`src/include/pspsm_pkg.sv`:
```
package pspsm_pkg;

  // Port count and register widths
  localparam int unsigned NUM_PORTS      = 4;
  localparam int unsigned CMD_W          = 8;
  localparam int unsigned DATA_W         = 8;

  // Command codes
  localparam logic [7:0] CMD_P1_RESULT   = 8'h0C;
  localparam logic [7:0] CMD_P2_RESULT   = 8'h0D;
  localparam logic [7:0] CMD_P3_RESULT   = 8'h0E;
  localparam logic [7:0] CMD_P4_RESULT   = 8'h0F;
  localparam logic [7:0] CMD_POWER_FLAGS = 8'h10;
  localparam logic [7:0] CMD_BUS_ADDR    = 8'h11;
  localparam logic [7:0] CMD_OP_MODES    = 8'h12;
  localparam logic [7:0] CMD_DC_ENABLE   = 8'h14;
  localparam logic [7:0] CMD_START_RO    = 8'h08;
  localparam logic [7:0] CMD_START_COR   = 8'h09;

  // Field positions
  localparam int unsigned CLASS_LSB      = 4;
  localparam int unsigned DETECT_LSB     = 0;
  localparam int unsigned PGOOD_LSB      = 4;
  localparam int unsigned PON_LSB        = 0;
  localparam int unsigned STANDALONE_BIT = 7;
  localparam int unsigned CLE_LSB        = 4;
  localparam int unsigned DETE_LSB       = 0;
  localparam int unsigned STRT_LSB       = 0;

  // Reset values
  localparam logic [7:0] RESULT_RST      = 8'h00;
  localparam logic [7:0] POWER_RST       = 8'h00;
  localparam logic [7:0] MODES_AUTO_RST  = 8'hFF;
  localparam logic [7:0] MODES_HOST_RST  = 8'h00;
  localparam logic [7:0] DCEN_AUTO_RST   = 8'hFF;
  localparam logic [7:0] DCEN_HOST_RST   = 8'h00;

  // Classification codes
  localparam logic [3:0] CLS_UNKNOWN     = 4'h0;
  localparam logic [3:0] CLS_RSVD5       = 4'h5;
  localparam logic [3:0] CLS_CLASS0      = 4'h6;
  localparam logic [3:0] CLS_OVERCUR     = 4'h7;
  localparam logic [3:0] CLS_MISMATCH    = 4'h8;

  // Detection codes
  localparam logic [3:0] DET_UNKNOWN     = 4'h0;
  localparam logic [3:0] DET_VALID       = 4'h4;
  localparam logic [3:0] DET_FET_FAULT   = 4'h8;
  localparam logic [3:0] DET_LEGACY_LO   = 4'h9;
  localparam logic [3:0] DET_LEGACY_HI   = 4'hC;

  // Operating modes
  typedef enum logic [1:0] {
    PSPSM_MODE_OFF    = 2'b00,
    PSPSM_MODE_MANUAL = 2'b01,
    PSPSM_MODE_SEMI   = 2'b10,
    PSPSM_MODE_AUTO   = 2'b11
  } pspsm_mode_t;

endpackage

```
`src/core/pspsm_port_slot.sv`:
```
`timescale 1ns/1ps
// One port: result fields, power flags and start-fault flag
module pspsm_port_slot
  import pspsm_pkg::*;
(
  // Clock and reset
  input  wire logic       i_clk,
  input  wire logic       i_sys_rst,
  // Measurement events
  input  wire logic       i_det_valid,
  input  wire logic [3:0] i_det_code,
  input  wire logic       i_legacy,
  input  wire logic       i_cls1_valid,
  input  wire logic [3:0] i_cls1_code,
  input  wire logic       i_cls2_valid,
  input  wire logic [3:0] i_cls2_code,
  input  wire logic       i_two_event,
  // Power sequencing
  input  wire logic       i_turn_on,
  input  wire logic       i_turn_off,
  input  wire logic       i_on_done,
  input  wire logic       i_drain_good,
  // Start-fault clear by read
  input  wire logic       i_strt_clear,
  // Outputs
  output logic [3:0]      o_class_reg,
  output logic [3:0]      o_detect_reg,
  output logic            o_pon_reg,
  output logic            o_pgood_reg,
  output logic            o_strt_reg,
  output logic            o_cls_fault_reg
);
  import pspsm_pkg::*;

  logic [3:0] cls1_reg;        // First classification outcome
  logic       cls1_seen_reg;   // First event taken, second pending
  logic       det_accept;      // Detection code legal for this mode
  logic       cls_fault;       // Classification ended in a fault

  // Legacy codes only come from legacy detection
  assign det_accept = i_det_valid && (i_legacy || i_det_code < DET_LEGACY_LO);

  // Fault outcome of a finished classification
  always_comb begin
    cls_fault = 1'b0;
    if (i_cls1_valid && i_cls1_code == CLS_OVERCUR) begin
      cls_fault = 1'b1;
    end else if (i_cls2_valid && cls1_seen_reg) begin
      cls_fault = (i_cls2_code == CLS_OVERCUR) || (i_cls2_code != cls1_reg);
    end
  end

  // Detection result; turn-off wins since results belong to the old session
  always_ff @(posedge i_clk or posedge i_sys_rst) begin
    if (i_sys_rst) begin
      o_detect_reg <= 4'h0;
    end else if (i_turn_off) begin
      o_detect_reg <= DET_UNKNOWN;
    end else if (det_accept) begin
      o_detect_reg <= i_det_code;
    end
  end

  // Classification result with two-event merge
  always_ff @(posedge i_clk or posedge i_sys_rst) begin
    if (i_sys_rst) begin
      o_class_reg   <= 4'h0;
      cls1_reg      <= 4'h0;
      cls1_seen_reg <= 1'b0;
    end else if (i_turn_off) begin
      o_class_reg   <= CLS_UNKNOWN;
      cls1_seen_reg <= 1'b0;
    end else if (i_cls1_valid) begin
      // Reserved code reads back as class 0
      o_class_reg   <= (i_cls1_code == CLS_RSVD5) ? CLS_CLASS0 : i_cls1_code;
      cls1_reg      <= i_cls1_code;
      // Overcurrent on the first event blocks any second event
      cls1_seen_reg <= i_two_event && (i_cls1_code != CLS_OVERCUR);
    end else if (i_cls2_valid && cls1_seen_reg) begin
      cls1_seen_reg <= 1'b0;
      if (i_cls2_code == CLS_OVERCUR) begin
        o_class_reg <= CLS_OVERCUR;
      end else if (i_cls2_code != cls1_reg) begin
        o_class_reg <= CLS_MISMATCH;
      end else begin
        o_class_reg <= (i_cls2_code == CLS_RSVD5) ? CLS_CLASS0 : i_cls2_code;
      end
    end
  end

  // Power flags: off clears both, good latches after turn-on completes
  always_ff @(posedge i_clk or posedge i_sys_rst) begin
    if (i_sys_rst) begin
      o_pon_reg   <= 1'b0;
      o_pgood_reg <= 1'b0;
    end else if (i_turn_off) begin
      o_pon_reg   <= 1'b0;
      o_pgood_reg <= 1'b0;
    end else begin
      if (i_turn_on) begin
        o_pon_reg <= 1'b1;
      end
      if (o_pon_reg && i_on_done && i_drain_good) begin
        o_pgood_reg <= 1'b1;
      end
    end
  end

  // Start-fault flag and auto-power inhibit; set wins over read clear.
  // The inhibit also stands while a second event is pending, so that
  // auto mode cannot power the port on half a classification.
  always_ff @(posedge i_clk or posedge i_sys_rst) begin
    if (i_sys_rst) begin
      o_strt_reg      <= 1'b0;
      o_cls_fault_reg <= 1'b0;
    end else begin
      if (cls_fault) begin
        o_strt_reg <= 1'b1;
      end else if (i_strt_clear || i_turn_off) begin
        o_strt_reg <= 1'b0;
      end
      if (cls_fault) begin
        o_cls_fault_reg <= 1'b1;
      end else if (i_turn_off) begin
        o_cls_fault_reg <= 1'b0;
      end else if (i_cls1_valid) begin
        // Pending second event holds auto power off
        o_cls_fault_reg <= i_two_event;
      end else if (i_cls2_valid && cls1_seen_reg) begin
        // Clean second event ends the hold
        o_cls_fault_reg <= 1'b0;
      end
    end
  end

  // Mismatch is reported when the two outcomes differ and the second is not overcurrent
  property p_mismatch;
    @(posedge i_clk) disable iff (i_sys_rst)
      (i_cls2_valid && cls1_seen_reg && !i_cls1_valid && !i_turn_off &&
       i_cls2_code != CLS_OVERCUR && i_cls2_code != cls1_reg) |=> (o_class_reg == CLS_MISMATCH);
  endproperty
  a_mismatch: assert property (p_mismatch) else $error("mismatch not reported");

  // First overcurrent ends classification
  property p_oc_first;
    @(posedge i_clk) disable iff (i_sys_rst)
      (i_cls1_valid && !i_turn_off && i_cls1_code == CLS_OVERCUR) |=>
        (o_class_reg == CLS_OVERCUR && !cls1_seen_reg);
  endproperty
  a_oc_first: assert property (p_oc_first) else $error("overcurrent not final");

  // Classification fault raises the start flag
  property p_strt;
    @(posedge i_clk) disable iff (i_sys_rst)
      cls_fault |=> o_strt_reg && o_cls_fault_reg;
  endproperty
  a_strt: assert property (p_strt) else $error("start fault flag missing");

  // Turn-off clears results and power flags
  property p_off;
    @(posedge i_clk) disable iff (i_sys_rst)
      i_turn_off |=> (o_class_reg == 4'h0 && o_detect_reg == 4'h0 && !o_pon_reg && !o_pgood_reg);
  endproperty
  a_off: assert property (p_off) else $error("turn-off did not clear");

  // Power good never stands without power on
  property p_pg;
    @(posedge i_clk) disable iff (i_sys_rst)
      o_pgood_reg |-> o_pon_reg;
  endproperty
  a_pg: assert property (p_pg) else $error("power good without power on");

  // Legacy codes stay out without legacy detection
  property p_legacy;
    @(posedge i_clk) disable iff (i_sys_rst)
      (i_det_valid && !i_legacy && i_det_code >= DET_LEGACY_LO) |=> $stable(o_detect_reg) || o_detect_reg == 4'h0;
  endproperty
  a_legacy: assert property (p_legacy) else $error("legacy code without legacy detect");

endmodule // pspsm_port_slot

```
`src/core/pspsm_regs.sv`:
```
`timescale 1ns/1ps
module pspsm_regs
  import pspsm_pkg::*;
(
  // Clock and reset
  input  wire logic                   i_clk,
  input  wire logic                   i_sys_rst,
  // Nonvolatile address and standalone bit
  input  wire logic [6:0]             i_nv_bus_device_address,
  input  wire logic                   i_nv_standalone,
  // Command access from the bus engine
  input  wire logic                   i_wr,
  input  wire logic                   i_rd,
  input  wire logic [CMD_W-1:0]       i_cmd,
  input  wire logic [DATA_W-1:0]      i_wdata,
  // Per-port measurement events
  input  wire logic [NUM_PORTS-1:0]   i_det_valid,
  input  wire logic [4*NUM_PORTS-1:0] i_det_code,
  input  wire logic [NUM_PORTS-1:0]   i_legacy,
  input  wire logic [NUM_PORTS-1:0]   i_cls1_valid,
  input  wire logic [4*NUM_PORTS-1:0] i_cls1_code,
  input  wire logic [NUM_PORTS-1:0]   i_cls2_valid,
  input  wire logic [4*NUM_PORTS-1:0] i_cls2_code,
  input  wire logic [NUM_PORTS-1:0]   i_two_event,
  // Per-port power sequencing
  input  wire logic [NUM_PORTS-1:0]   i_host_power_on,
  input  wire logic [NUM_PORTS-1:0]   i_turn_off,
  input  wire logic [NUM_PORTS-1:0]   i_on_done,
  input  wire logic [NUM_PORTS-1:0]   i_drain_good,
  // Read data
  output logic [DATA_W-1:0]           o_rdata,
  // Port control toward the power stage
  output logic [2*NUM_PORTS-1:0]      o_modes,
  output logic [2*NUM_PORTS-1:0]      o_dc_enable,
  output logic [NUM_PORTS-1:0]        o_auto_det_cls,
  output logic [NUM_PORTS-1:0]        o_power_request
);
  import pspsm_pkg::*;

  logic [7:0]           modes_reg;      // Operating mode fields
  logic [7:0]           dcen_reg;       // Class / detect enable bits
  logic [7:0]           addr_reg;       // Standalone bit and address copy
  logic                 rst_seen_reg;   // Low until the first edge after reset
  logic [NUM_PORTS-1:0] pon, pgood, strt, cls_fault;
  logic [3:0]           cls [NUM_PORTS];
  logic [3:0]           det [NUM_PORTS];
  logic [NUM_PORTS-1:0] auto_on;
  logic [NUM_PORTS-1:0] turn_on;
  logic                 strt_clr;
  logic [7:0]           rd_mux;

  // Read of 09h clears the start-fault flags
  assign strt_clr = i_rd && (i_cmd == CMD_START_COR);

  genvar g;
  generate
    for (g = 0; g < NUM_PORTS; g++) begin : g_port
      // Auto mode powers a port after a clean valid detect and class
      assign auto_on[g] = (modes_reg[2*g +: 2] == PSPSM_MODE_AUTO) && !pon[g] &&
                          det[g] == DET_VALID && cls[g] != CLS_UNKNOWN &&
                          !cls_fault[g] && dcen_reg[CLE_LSB+g];
      // Host power enable still works after a fault, off mode never powers
      assign turn_on[g] = (auto_on[g] || i_host_power_on[g]) &&
                          modes_reg[2*g +: 2] != PSPSM_MODE_OFF;
      pspsm_port_slot u_slot (
        .i_clk           (i_clk),
        .i_sys_rst       (i_sys_rst),
        .i_det_valid     (i_det_valid[g]),
        .i_det_code      (i_det_code[4*g +: 4]),
        .i_legacy        (i_legacy[g]),
        .i_cls1_valid    (i_cls1_valid[g]),
        .i_cls1_code     (i_cls1_code[4*g +: 4]),
        .i_cls2_valid    (i_cls2_valid[g]),
        .i_cls2_code     (i_cls2_code[4*g +: 4]),
        .i_two_event     (i_two_event[g]),
        .i_turn_on       (turn_on[g]),
        .i_turn_off      (i_turn_off[g]),
        .i_on_done       (i_on_done[g]),
        .i_drain_good    (i_drain_good[g]),
        .i_strt_clear    (strt_clr),
        .o_class_reg     (cls[g]),
        .o_detect_reg    (det[g]),
        .o_pon_reg       (pon[g]),
        .o_pgood_reg     (pgood[g]),
        .o_strt_reg      (strt[g]),
        .o_cls_fault_reg (cls_fault[g])
      );
    end
  endgenerate

  // Reset contents chosen by the standalone bit, taken after release
  always_ff @(posedge i_clk or posedge i_sys_rst) begin
    if (i_sys_rst) begin
      rst_seen_reg <= 1'b0;
    end else begin
      rst_seen_reg <= 1'b1;
    end
  end

  // Address register: caught once after reset, never written by the bus
  always_ff @(posedge i_clk or posedge i_sys_rst) begin
    if (i_sys_rst) begin
      addr_reg <= 8'h00;
    end else if (!rst_seen_reg) begin
      addr_reg <= {i_nv_standalone, i_nv_bus_device_address};
    end
  end

  // Mode register; first edge after reset loads the default chosen by the standalone bit
  always_ff @(posedge i_clk or posedge i_sys_rst) begin
    if (i_sys_rst) begin
      modes_reg <= MODES_HOST_RST;
    end else if (!rst_seen_reg) begin
      modes_reg <= i_nv_standalone ? MODES_AUTO_RST : MODES_HOST_RST;
    end else if (i_wr && i_cmd == CMD_OP_MODES) begin
      modes_reg <= i_wdata;
    end
  end

  // Enable register; turn-off of a port clears its two bits, but a bus write in the same cycle wins
  always_ff @(posedge i_clk or posedge i_sys_rst) begin
    if (i_sys_rst) begin
      dcen_reg <= DCEN_HOST_RST;
    end else if (!rst_seen_reg) begin
      dcen_reg <= i_nv_standalone ? DCEN_AUTO_RST : DCEN_HOST_RST;
    end else if (i_wr && i_cmd == CMD_DC_ENABLE) begin
      dcen_reg <= i_wdata;
    end else begin
      dcen_reg <= dcen_reg & ~{i_turn_off, i_turn_off};
    end
  end

  // Read decode; writes to read-only codes have no path in, so they vanish
  always_comb begin
    case (i_cmd)
      CMD_P1_RESULT:   rd_mux = {cls[0], det[0]};
      CMD_P2_RESULT:   rd_mux = {cls[1], det[1]};
      CMD_P3_RESULT:   rd_mux = {cls[2], det[2]};
      CMD_P4_RESULT:   rd_mux = {cls[3], det[3]};
      CMD_POWER_FLAGS: rd_mux = {pgood, pon};
      CMD_BUS_ADDR:    rd_mux = addr_reg;
      CMD_OP_MODES:    rd_mux = modes_reg;
      CMD_DC_ENABLE:   rd_mux = dcen_reg;
      CMD_START_RO:    rd_mux = {4'h0, strt};
      CMD_START_COR:   rd_mux = {4'h0, strt};
      default:         rd_mux = 8'h00;
    endcase
  end

  // Registered outputs
  always_ff @(posedge i_clk or posedge i_sys_rst) begin
    if (i_sys_rst) begin
      o_rdata         <= 8'h00;
      o_modes         <= 8'h00;
      o_dc_enable     <= 8'h00;
      o_auto_det_cls  <= 4'h0;
      o_power_request <= 4'h0;
    end else begin
      o_rdata     <= rd_mux;
      o_modes     <= modes_reg;
      o_dc_enable <= dcen_reg;
      for (int i = 0; i < NUM_PORTS; i++) begin
        // Semi-auto and auto automate detect and class
        o_auto_det_cls[i] <= modes_reg[2*i+1];
      end
      o_power_request <= pon;
    end
  end

  // Result read returns the live fields
  property p_res_read;
    @(posedge i_clk) disable iff (i_sys_rst)
      (i_cmd == CMD_P3_RESULT) |=> (o_rdata == $past({cls[2], det[2]}));
  endproperty
  a_res_read: assert property (p_res_read) else $error("port 3 result read wrong");

  // Power status layout
  property p_pwr_read;
    @(posedge i_clk) disable iff (i_sys_rst)
      (i_cmd == CMD_POWER_FLAGS) |=> (o_rdata == $past({pgood, pon}));
  endproperty
  a_pwr_read: assert property (p_pwr_read) else $error("power status read wrong");

  // Address register never follows a bus write
  property p_addr_ro;
    @(posedge i_clk) disable iff (i_sys_rst)
      rst_seen_reg |=> $stable(addr_reg);
  endproperty
  a_addr_ro: assert property (p_addr_ro) else $error("address register changed");

  // Mode write lands one edge later
  property p_mode_wr;
    @(posedge i_clk) disable iff (i_sys_rst)
      (rst_seen_reg && i_wr && i_cmd == CMD_OP_MODES) |=> (modes_reg == $past(i_wdata));
  endproperty
  a_mode_wr: assert property (p_mode_wr) else $error("mode write lost");

  // Off mode never turns a port on
  property p_off_mode;
    @(posedge i_clk) disable iff (i_sys_rst)
      (modes_reg[1:0] == PSPSM_MODE_OFF && !pon[0]) |=> !pon[0];
  endproperty
  a_off_mode: assert property (p_off_mode) else $error("off mode port powered");

  // Fault blocks automatic power-on
  property p_no_auto;
    @(posedge i_clk) disable iff (i_sys_rst)
      (cls_fault[2] && !i_host_power_on[2] && !pon[2]) |=> !pon[2];
  endproperty
  a_no_auto: assert property (p_no_auto) else $error("auto power after class fault");

endmodule // pspsm_regs

```
`config.mk`:
```
export PLATFORM = sky130hd
export DESIGN_NAME = pspsm_regs
export DESIGN_NICKNAME = d
export VERILOG_FILES = /design/src/include/pspsm_pkg.sv /design/src/core/pspsm_port_slot.sv /design/src/core/pspsm_regs.sv
export SDC_FILE = /design/constraint.sdc
export NUM_CORES = 1
export LEC_CHECK = 0
export BUFFER_PORTS_ARGS = -buffer_cell sky130_fd_sc_hd__buf_2
export CAP_MARGIN = 5
export CORE_MARGIN = 3
export CORE_UTILIZATION = 58
export CTS_BUF_LIST = sky130_fd_sc_hd__clkbuf_16
export DETAILED_ROUTE_END_ITERATION = 6
export PLACE_DENSITY_LB_ADDON = 0.2
export SYNTH_ARGS = -nofsm -noshare
export SYNTH_HDL_FRONTEND = slang
export SYNTH_SLANG_ARGS = --single-unit
```
`constraint.sdc`:
```
create_clock -name i_clk -period 5.55 [get_ports i_clk]
set_clock_uncertainty 0.15 [all_clocks]
set_input_delay 0.555 -clock i_clk [delete_from_list [all_inputs] [get_ports i_clk]]
set_output_delay 0.555 -clock i_clk [all_outputs]
set_load 0.02 [all_outputs]
```
# == Word-level counts from Yosys, hierarchy flattened ==
# Index checks and enable logic that the tools add are counted.
# Widths: inputs -> output; s select.
# totals
ff_bits,125
in_bits,112
out_inout_bits,32
# op_classes
n_lt_le_gt_ge,4
n_eq_ne,43
muxes,98
bitwise_logic,6
n_reduce_logical,112
# op_table
operator,n
$mux 4,36
$eq 4x3->1 const B,20
$pmux 8 s9,1
$mux 1,56
$logic_and 1x1->1,51
$eq 8x4->1 const B,6
$mux 8,5
$reduce_bool 2->1,20
$eq 8x5->1 const B,4
$reduce_bool 4->1,8
$logic_or 1x1->1,16
$lt 4x4->1 const B,4
$ne 4x3->1 const B,4
$ne 4x4->1,4
$reduce_bool 3->1,4
$and 8x8->8,1
$eq 2x2->1 const B,4
$logic_not 1->1,8
$not 8->8,1
$reduce_and 2->1,4
$not 1->1,4
$ne 2x1->1 const B,1
$reduce_or 2->1,1

# == Logic depth before layout (Yosys ltp) ==
# Gate-level depths: netlist (run 1).
# depth
word_depth,10
depth_mapped,7
ltp_nobuf,4

# == Modules after synthesis ==
# From an unflattened synthesis (run 1), not the netlist that was laid out.
# hier_totals
cells_unflattened,569
hier_area_um2,6147.1
# modules_own_cells
mod,instances,cells_each,area_per_inst_um2,seq_area_each_um2
pspsm_port_slot,4,90,902.1,425.4
pspsm_regs,1,209,2538.7,1326.3

# == Worst setup path after synthesis (run 1) ==
# No wires, ideal clock.
# synth_path
path_kind,input -> register
start,input i_cmd[0]
end,register o_rdata[4]
setup_ns,0.138
t_arrival_ns,1.570
slack_ns,3.692
cell_stages,7
path_cell_list,buf_2 buf_4 buf_4 mux2i_1 o2bb2ai_1 a32oi_1 o211ai_1
# synth_via
elab_chain_len,3
word_cells_on_any_way,12
# synth_lines
element,line_no,text
"start, declared",pspsm_regs.sv:14,"input wire logic [CMD_W-1:0] i_cmd,"
$eq 8x4->1,pspsm_regs.sv:135,case (i_cmd)
$reduce_or 2->1 (no line),--,
$pmux 8 s9 (*),pspsm_regs.sv:135,
named net rd_mux[4],pspsm_regs.sv:50,logic [7:0] rd_mux;
"end signal, assigned",pspsm_regs.sv:159,o_rdata <= rd_mux;
"end, declared",pspsm_regs.sv:31,"output logic [DATA_W-1:0] o_rdata,"
# The timed path passes the listed nets; every way through them passes the cells marked *.
# A chain may end at the register's enable or synchronous reset.

# == Final worst setup path (run 1) ==
# layout_path
start,input i_cmd[1]
end,register modes_reg[0]
# layout_via
elab_chain_len,3
# layout_lines
element,line_no,text
$eq 8x5->1,pspsm_regs.sv:115,end else if (i_wr && i_cmd == CMD_OP_MODES) begin
$logic_and 1x1->1,pspsm_regs.sv:115,
$ne 2x1->1 (no line),--,
"end signal, assigned",pspsm_regs.sv:114,modes_reg <= i_nv_standalone ? MODES_AUTO_RST : MODES_HOST_RST;
"end signal, assigned",pspsm_regs.sv:116,modes_reg <= i_wdata;
"end, declared",pspsm_regs.sv:40,logic [7:0] modes_reg;
# No other way between the ends.

==> results of run 1 <==
==> layout make-up <==
cell class,count,area (um^2)
Clock buffer,17,425
Clock inverter,15,175
Fill cell,693,2540
Inverter,22,85.1
Multi-Input combinational cell,385,2800
Sequential cell,121,3030
Tap cell,133,166
Timing Repair Buffer,145,731
==> through the flow <==
stage	hold WS (ps)	area, um^2	total power (W)	worst slack (ps)	utilization [%]
floorplan	224	6050	0.00122	1630	-
global placement	261	6810	0.00134	3190	68.4
detailed placement	266	6810	0.00135	3020	68.4
CTS	125	7410	0.00246	3450	74.4
global route	156	7410	0.00255	3280	74.4
finish	95.8	7410	0.00246	3390	74.4
==> power groups by stage <==
| stage | Sequential (W) | Clock (W) | Combinational [W] |
|---|---|---|---|
| floorplan | 0.00103 | 0 | 0.000193 |
| global placement | 0.00104 | 0 | 0.000304 |
| detailed placement | 0.00104 | 0 | 0.000315 |
| finish | 0.00103 | 0.00111 | 0.000318 |
| CTS | 0.00103 | 0.00112 | 0.000318 |
| global route | 0.00103 | 0.00116 | 0.000349 |
==> how the worst max path moves through the flow <==
stage	to	slack, ps	cells after the start
global placement	modes_reg[3]	3190	5
detailed placement	modes_reg[0]	3020	5
finish	modes_reg[0]	3390	5
floorplan	addr_reg[0]	1630	1
global route	modes_reg[0]	3280	5
CTS	modes_reg[0]	3450	5
==> cell families (layout without fill, tap and decap cells) <==
kind of cell / count (synthesis) / in the layout / share of synthesized area (%)
AO/OA/AOI/OAI: 129 / 129 / 15.1
XOR/XNOR: 16 / 16 / 2.44
buffers and inverters: 49 / 199 / 3.62
flip-flops: 121 / 121 / 50.1
multiplexers: 59 / 59 / 11.3
other: 1 / 1 / 0.0620
AND/OR/NAND/NOR: 180 / 180 / 17.5
==> per-layer routing <==
layer | up-vias | share of wire, %
met1 | 2504 | 42
li1 | 2351 | -
met3 | 35 | 8.2
met2 | 280 | 48
met5 | - | 0
met4 | 0 | 2.2
==> synthesized netlist by cell type (all sizes together), types with 3 or more instances <==
master   count  area share (%)
a31o         3            0.43
nor3         7            0.77
nand4        7            0.97
xor2        16             2.4
buf         15             1.5
nor4         9             1.3
nand3       23             1.9
and3b        7             1.0
a31oi       30             3.1
a211oi       5            0.62
nand2b       7            0.72
nor3b        4            0.66
a22oi        4            0.50
nor2b        8            0.83
mux2i       32             5.3
o2bb2ai      4            0.58
a21oi       24             2.0
mux4         5             1.9
nand3b      14             1.7
clkbuf      12            0.74
dfrtp      121              50
o41ai        7             1.4
a32oi        3            0.43
o21ai       19             1.6
o311ai       3            0.43
a21o         4            0.50
o221ai       3            0.43
nand2       23             1.4
nand4b       8             1.2
and3         8            0.83
nor2        46             2.9
inv         22             1.4
or3b         3            0.43
o211ai       7            0.87
mux2        22             4.1
==> results.cfg, run 1 <==
[power]
internal_power_w = 0.00180
clockPowerShare_pct = 45.3
leakagePower_nw = 3.49
ir_worst_vdd_uv = 164
switching_share_pct = 26.8
power_frac_comb_pct = 13.0
power.switching_w = 0.000660
p_seq_share_pct = 41.8
p_per_area_nw_per_um2 = 332

[synthesis]
synth_nets = 667
synth-main-ff-cell = dfrtp_1
ys_types = 61
synth-seq-area-share_pct = 50.1
synthArstFlopShare_pct = 100
synth_cells = 555
ys_warn_count = 0
avgSynthCellArea_um2 = 10.9
ys_ff_latch = 121
netlist_area_um2 = 6050
synth-edff-count = 0

[worst_setup_path]
r2r_cells = 3
reg2reg_slack_ps = 3700
r2r-end = modes_reg[0]
rr_startpoint = rst_seen_reg
cp.required_ps = 5630
cp_num_buf_inv = 1
cp_max_fo = 21
arrival_ps = 2240
worstSetupStartpointType = input port
crit_family = simple AND/OR/NAND/NOR gates
end_kind = flip-flop
slowest_delay_ps = 630
startpoint = i_cmd[1]
worstSetupPathType = in2reg
crit_path_top_delay_cell = nor2b_1
path_cells = buf_2 > nor2b_1 > nand4_4 > mux2i_1 > a21oi_1

[grt]
grt_pass1_wl_um = 26000
use_met2_pct = 47.1
track_usage_pct = 29.1
grt_pass1_vias = 5088
grt_max_degree = 67
top_usage_layer = met2
use_met3_pct = 5.73
grt-ovfl-total = 0
antenna_found_initial = 0
met1_usage_pct = 39.3

[timing]
setup_viol = 0
hold_viol = 0
tightest_slew_ps = 1000
period_minus_slack_ps = 2160
timing.slew.headroom_pct = 33.1
rsz0062_at_grt = false
tns_ps = 0
max_freq_mhz = 464
finalCritPeriodShare_pct = 38.9
slew_viol_final = 0

[die]
start_util_pct = 60.7
io_pins = 144
die_height_um = 108
coreArea_um2 = 9950
die-area_um2 = 11700
fp.dieW_um = 108
rows = 36

[layout]
drive_gt1_share_pct = 32.1
mostFrequentLayoutCell = buf_2
finalNetCount = 804
antenna-diode-count = 0
fin_cells = 838
area_delta_synth_final_pct = 22.6
final_cell_mix = 143 x buf_2, 121 x dfrtp_1, 46 x nor2_1

[clocking]
cts_sinks = 121
cts.path.max_buffers = 2
cts_made_buffers = 17
htreeDepth = 4
cts_tree = yes
clk_latency_ps = 410
ctsResizeCount = 0
clkSlewWorstSetupHoldPaths_ps = 60
holdBufCountCts = 0
clockRootBuffer = clkbuf_16
post_cts_buffers = 0

[route]
detail-route-antenna-nets = 0
wl_per_cell_um = 19.7
viasPerCell = 6.17
drcViolationCount = 6
drt_iter0_markers = 331
firstDrtPassIters = 7
vias = 5170
wirelength_um = 16500

[outcome]
violations = DRC
status = finished, violations left

[place]
dpl.hpwl_um = 12200
placed_cells = 806
globalplace.congestion = 0.954
io_buffers = 143

[flow_run]
cap_violations = 0

[worst_hold_path]
hp-class = in2async
No activity file was read; power rests on OpenSTA's default activity.
==> run 2, diff against run 1 <==
--- a/config.mk
+++ b/config.mk
@@ -8,7 +8,7 @@
 export BUFFER_PORTS_ARGS = -buffer_cell sky130_fd_sc_hd__buf_2
 export CAP_MARGIN = 5
 export CORE_MARGIN = 3
-export CORE_UTILIZATION = 58
+export CORE_UTILIZATION = 49
 export CTS_BUF_LIST = sky130_fd_sc_hd__clkbuf_16
 export DETAILED_ROUTE_END_ITERATION = 6
 export PLACE_DENSITY_LB_ADDON = 0.2
==> constraint.sdc (replaced) <==
create_clock -name i_clk -period 1.8 [get_ports i_clk]
set_clock_uncertainty 0.15 [all_clocks]
set_input_delay 0.18 -clock i_clk [delete_from_list [all_inputs] [get_ports i_clk]]
set_output_delay 0.18 -clock i_clk [all_outputs]
set_load 0.02 [all_outputs]
==> run 2 against run 1 <==
The run now ends clean; die area up 17%; sequential power rose to 3.1 times the previous value; first-iteration DRC count up 48%; worst hold slack worse by 85 ps; register-to-register slack worse by 3600 ps; sequential share of layout area down 5.8 points; final cell count up 18%; non-clock buffer count up 117; setup slack worse by 3300 ps.
==> results.cfg, run 2 (synthesized netlist as in run 1, its figures left out) <==
[die]
die-area_um2 = 13700
fp.dieW_um = 117
coreArea_um2 = 11800
io_pins = 144
rows = 39
start_util_pct = 51.4
die_height_um = 117

[clocking]
clockRootBuffer = clkbuf_16
clkSlewWorstSetupHoldPaths_ps = 60
cts_made_buffers = 17
clk_latency_ps = 430
htreeDepth = 4
cts.path.max_buffers = 2
cts_tree = yes
cts_sinks = 121

[timing]
tightest_slew_ps = 665
rsz0062_at_grt = false
timing.slew.headroom_pct = 55.7
hold_viol = 0
finalCritPeriodShare_pct = 96.7
max_freq_mhz = 574
slew_viol_final = 0
period_minus_slack_ps = 1740
setup_viol = 0
holdWs_ps = 10.8

[worst_setup_path]
end_kind = flip-flop
cp.required_ps = 1960
arrival_ps = 1900
cp_max_fo = 4
worstSetupPathType = in2reg
reg2reg_slack_ps = 80
worstSetupStartpointType = input port

[place]
io_buffers = 143
globalplace.congestion = 0.944
placed_cell_area_um2 = 7040
placed_cells = 857
dpl.hpwl_um = 12500

[power]
power.total_w = 0.00796
p_per_area_nw_per_um2 = 922
leakagePower_nw = 4.01
ir_worst_vdd_uv = 555

[route]
firstDrtPassIters = 5
drt_iter0_markers = 489
detail-route-antenna-nets = 0
drcViolationCount = 0
vias = 5699
wl_per_cell_um = 18.4
viasPerCell = 5.77
wirelength_um = 18200

[layout]
mostFrequentLayoutCell = buf_2
drive_gt1_share_pct = 30.2
finalInstanceArea_um2 = 8640
fin_util_pct = 73.5
finalNetCount = 921
area_delta_synth_final_pct = 42.9
fin_cells = 988
final_cell_mix = 143 x buf_2, 121 x dfrtp_1, 96 x dlygate4sd3_1

[grt]
antenna_found_initial = 1
grt_max_degree = 62
grt_pass1_wl_um = 29100
track_usage_pct = 27.9
grt-ovfl-total = 0
grt_pass1_vias = 5733

[flow_run]
cap_violations = 0

[worst_hold_path]
hp-class = in2reg

[outcome]
status = finished, final reports clean
-- run 2: cell types whose count changed in the layout (fill, tap and decap cells not counted), moves of 2 or more --
cell / previous run / this run
dlygate4sd3_1: 0 / 96
buf_4: 2 / 20
buf_12: 0 / 3
clkinv_4: 3 / 1
clkinvlp_4: 3 / 5
diode_2: 0 / 2
-- run 2: final timing paths --
check | from | endpoint | cells past startpoint
min in group asynchronous | i_sys_rst | g_port[0].u_slot.o_pgood_reg | 4
setup / recovery | i_det_valid[1] | g_port[1].u_slot.o_detect_reg[1] | 6
hold / removal | i_cls2_code[7] | g_port[1].u_slot.o_class_reg[3] | 3
setup reg to reg | g_port[1].u_slot.cls1_reg[3] | g_port[1].u_slot.o_cls_fault_reg | 4
max in group asynchronous | i_sys_rst | g_port[1].u_slot.o_cls_fault_reg | 4
hold reg to reg | dcen_reg[0] | o_dc_enable[0] | 0
-- run 2: what timing repair did --
| item | 4_1_cts | 5_1_grt |
|---|---|---|
| setup endpoints to repair | 0 | 3 |
| buffers inserted | 0 | 1 |
| gates resized for setup | 0 | 1 |
| hold buffers | 96 | 0 |
| hold endpoints to repair | 208 | 0 |
-- run 2: power by group --
group | total [W] | internal (W) | switching (W)
registers | 0.00316 | 0.00295 | 0.000202
clock network | 0.00360 | 0.00231 | 0.00128
logic | 0.00121 | 0.000594 | 0.000617
-- run 2: layout make-up --
| cell class | instances | area [um^2] |
|---|---|---|
| clock inverter | 15 | 199 |
| inverter | 22 | 86.3 |
| fill | 801 | 3120 |
| sequential | 121 | 3030 |
| antenna | 2 | 5.00 |
| multi-input combinational | 385 | 2800 |
| clock buffer | 17 | 425 |
| tap | 164 | 205 |
| timing repair buffer | 262 | 1890 |
-- run 2: layer usage --
layer / global-route usage, % / vias to the layer above / share of wire, %
met3: 7.46 / 50 / 7.4
li1: - / 2585 / -
met4: 10.0 / 0 / 2.8
met1: 36.2 / 2770 / 41
met2: 45.3 / 294 / 49
met5: 0 / - / 0
-- run 2: metrics by stage --
| step | setup slack [ps] | TNS (ps) |
|---|---|---|
| 2_1_floorplan | -13.3 | -1610 |
| 3_3_place_gp | 135 | 0 |
| 3_5_place_dp | 102 | 0 |
| 4_1_cts | 39.7 | 0 |
| 5_1_grt | 25.4 | 0 |
| 6_report | 58.6 | 0 |
-- run 2: worst max-delay path, cell delays in order --
cell	delay, ps
dlygate4sd3_1	540
buf_2	140
o31ai_2	120
mux2i_1	270
nor2_1	80
dlygate4sd3_1	570
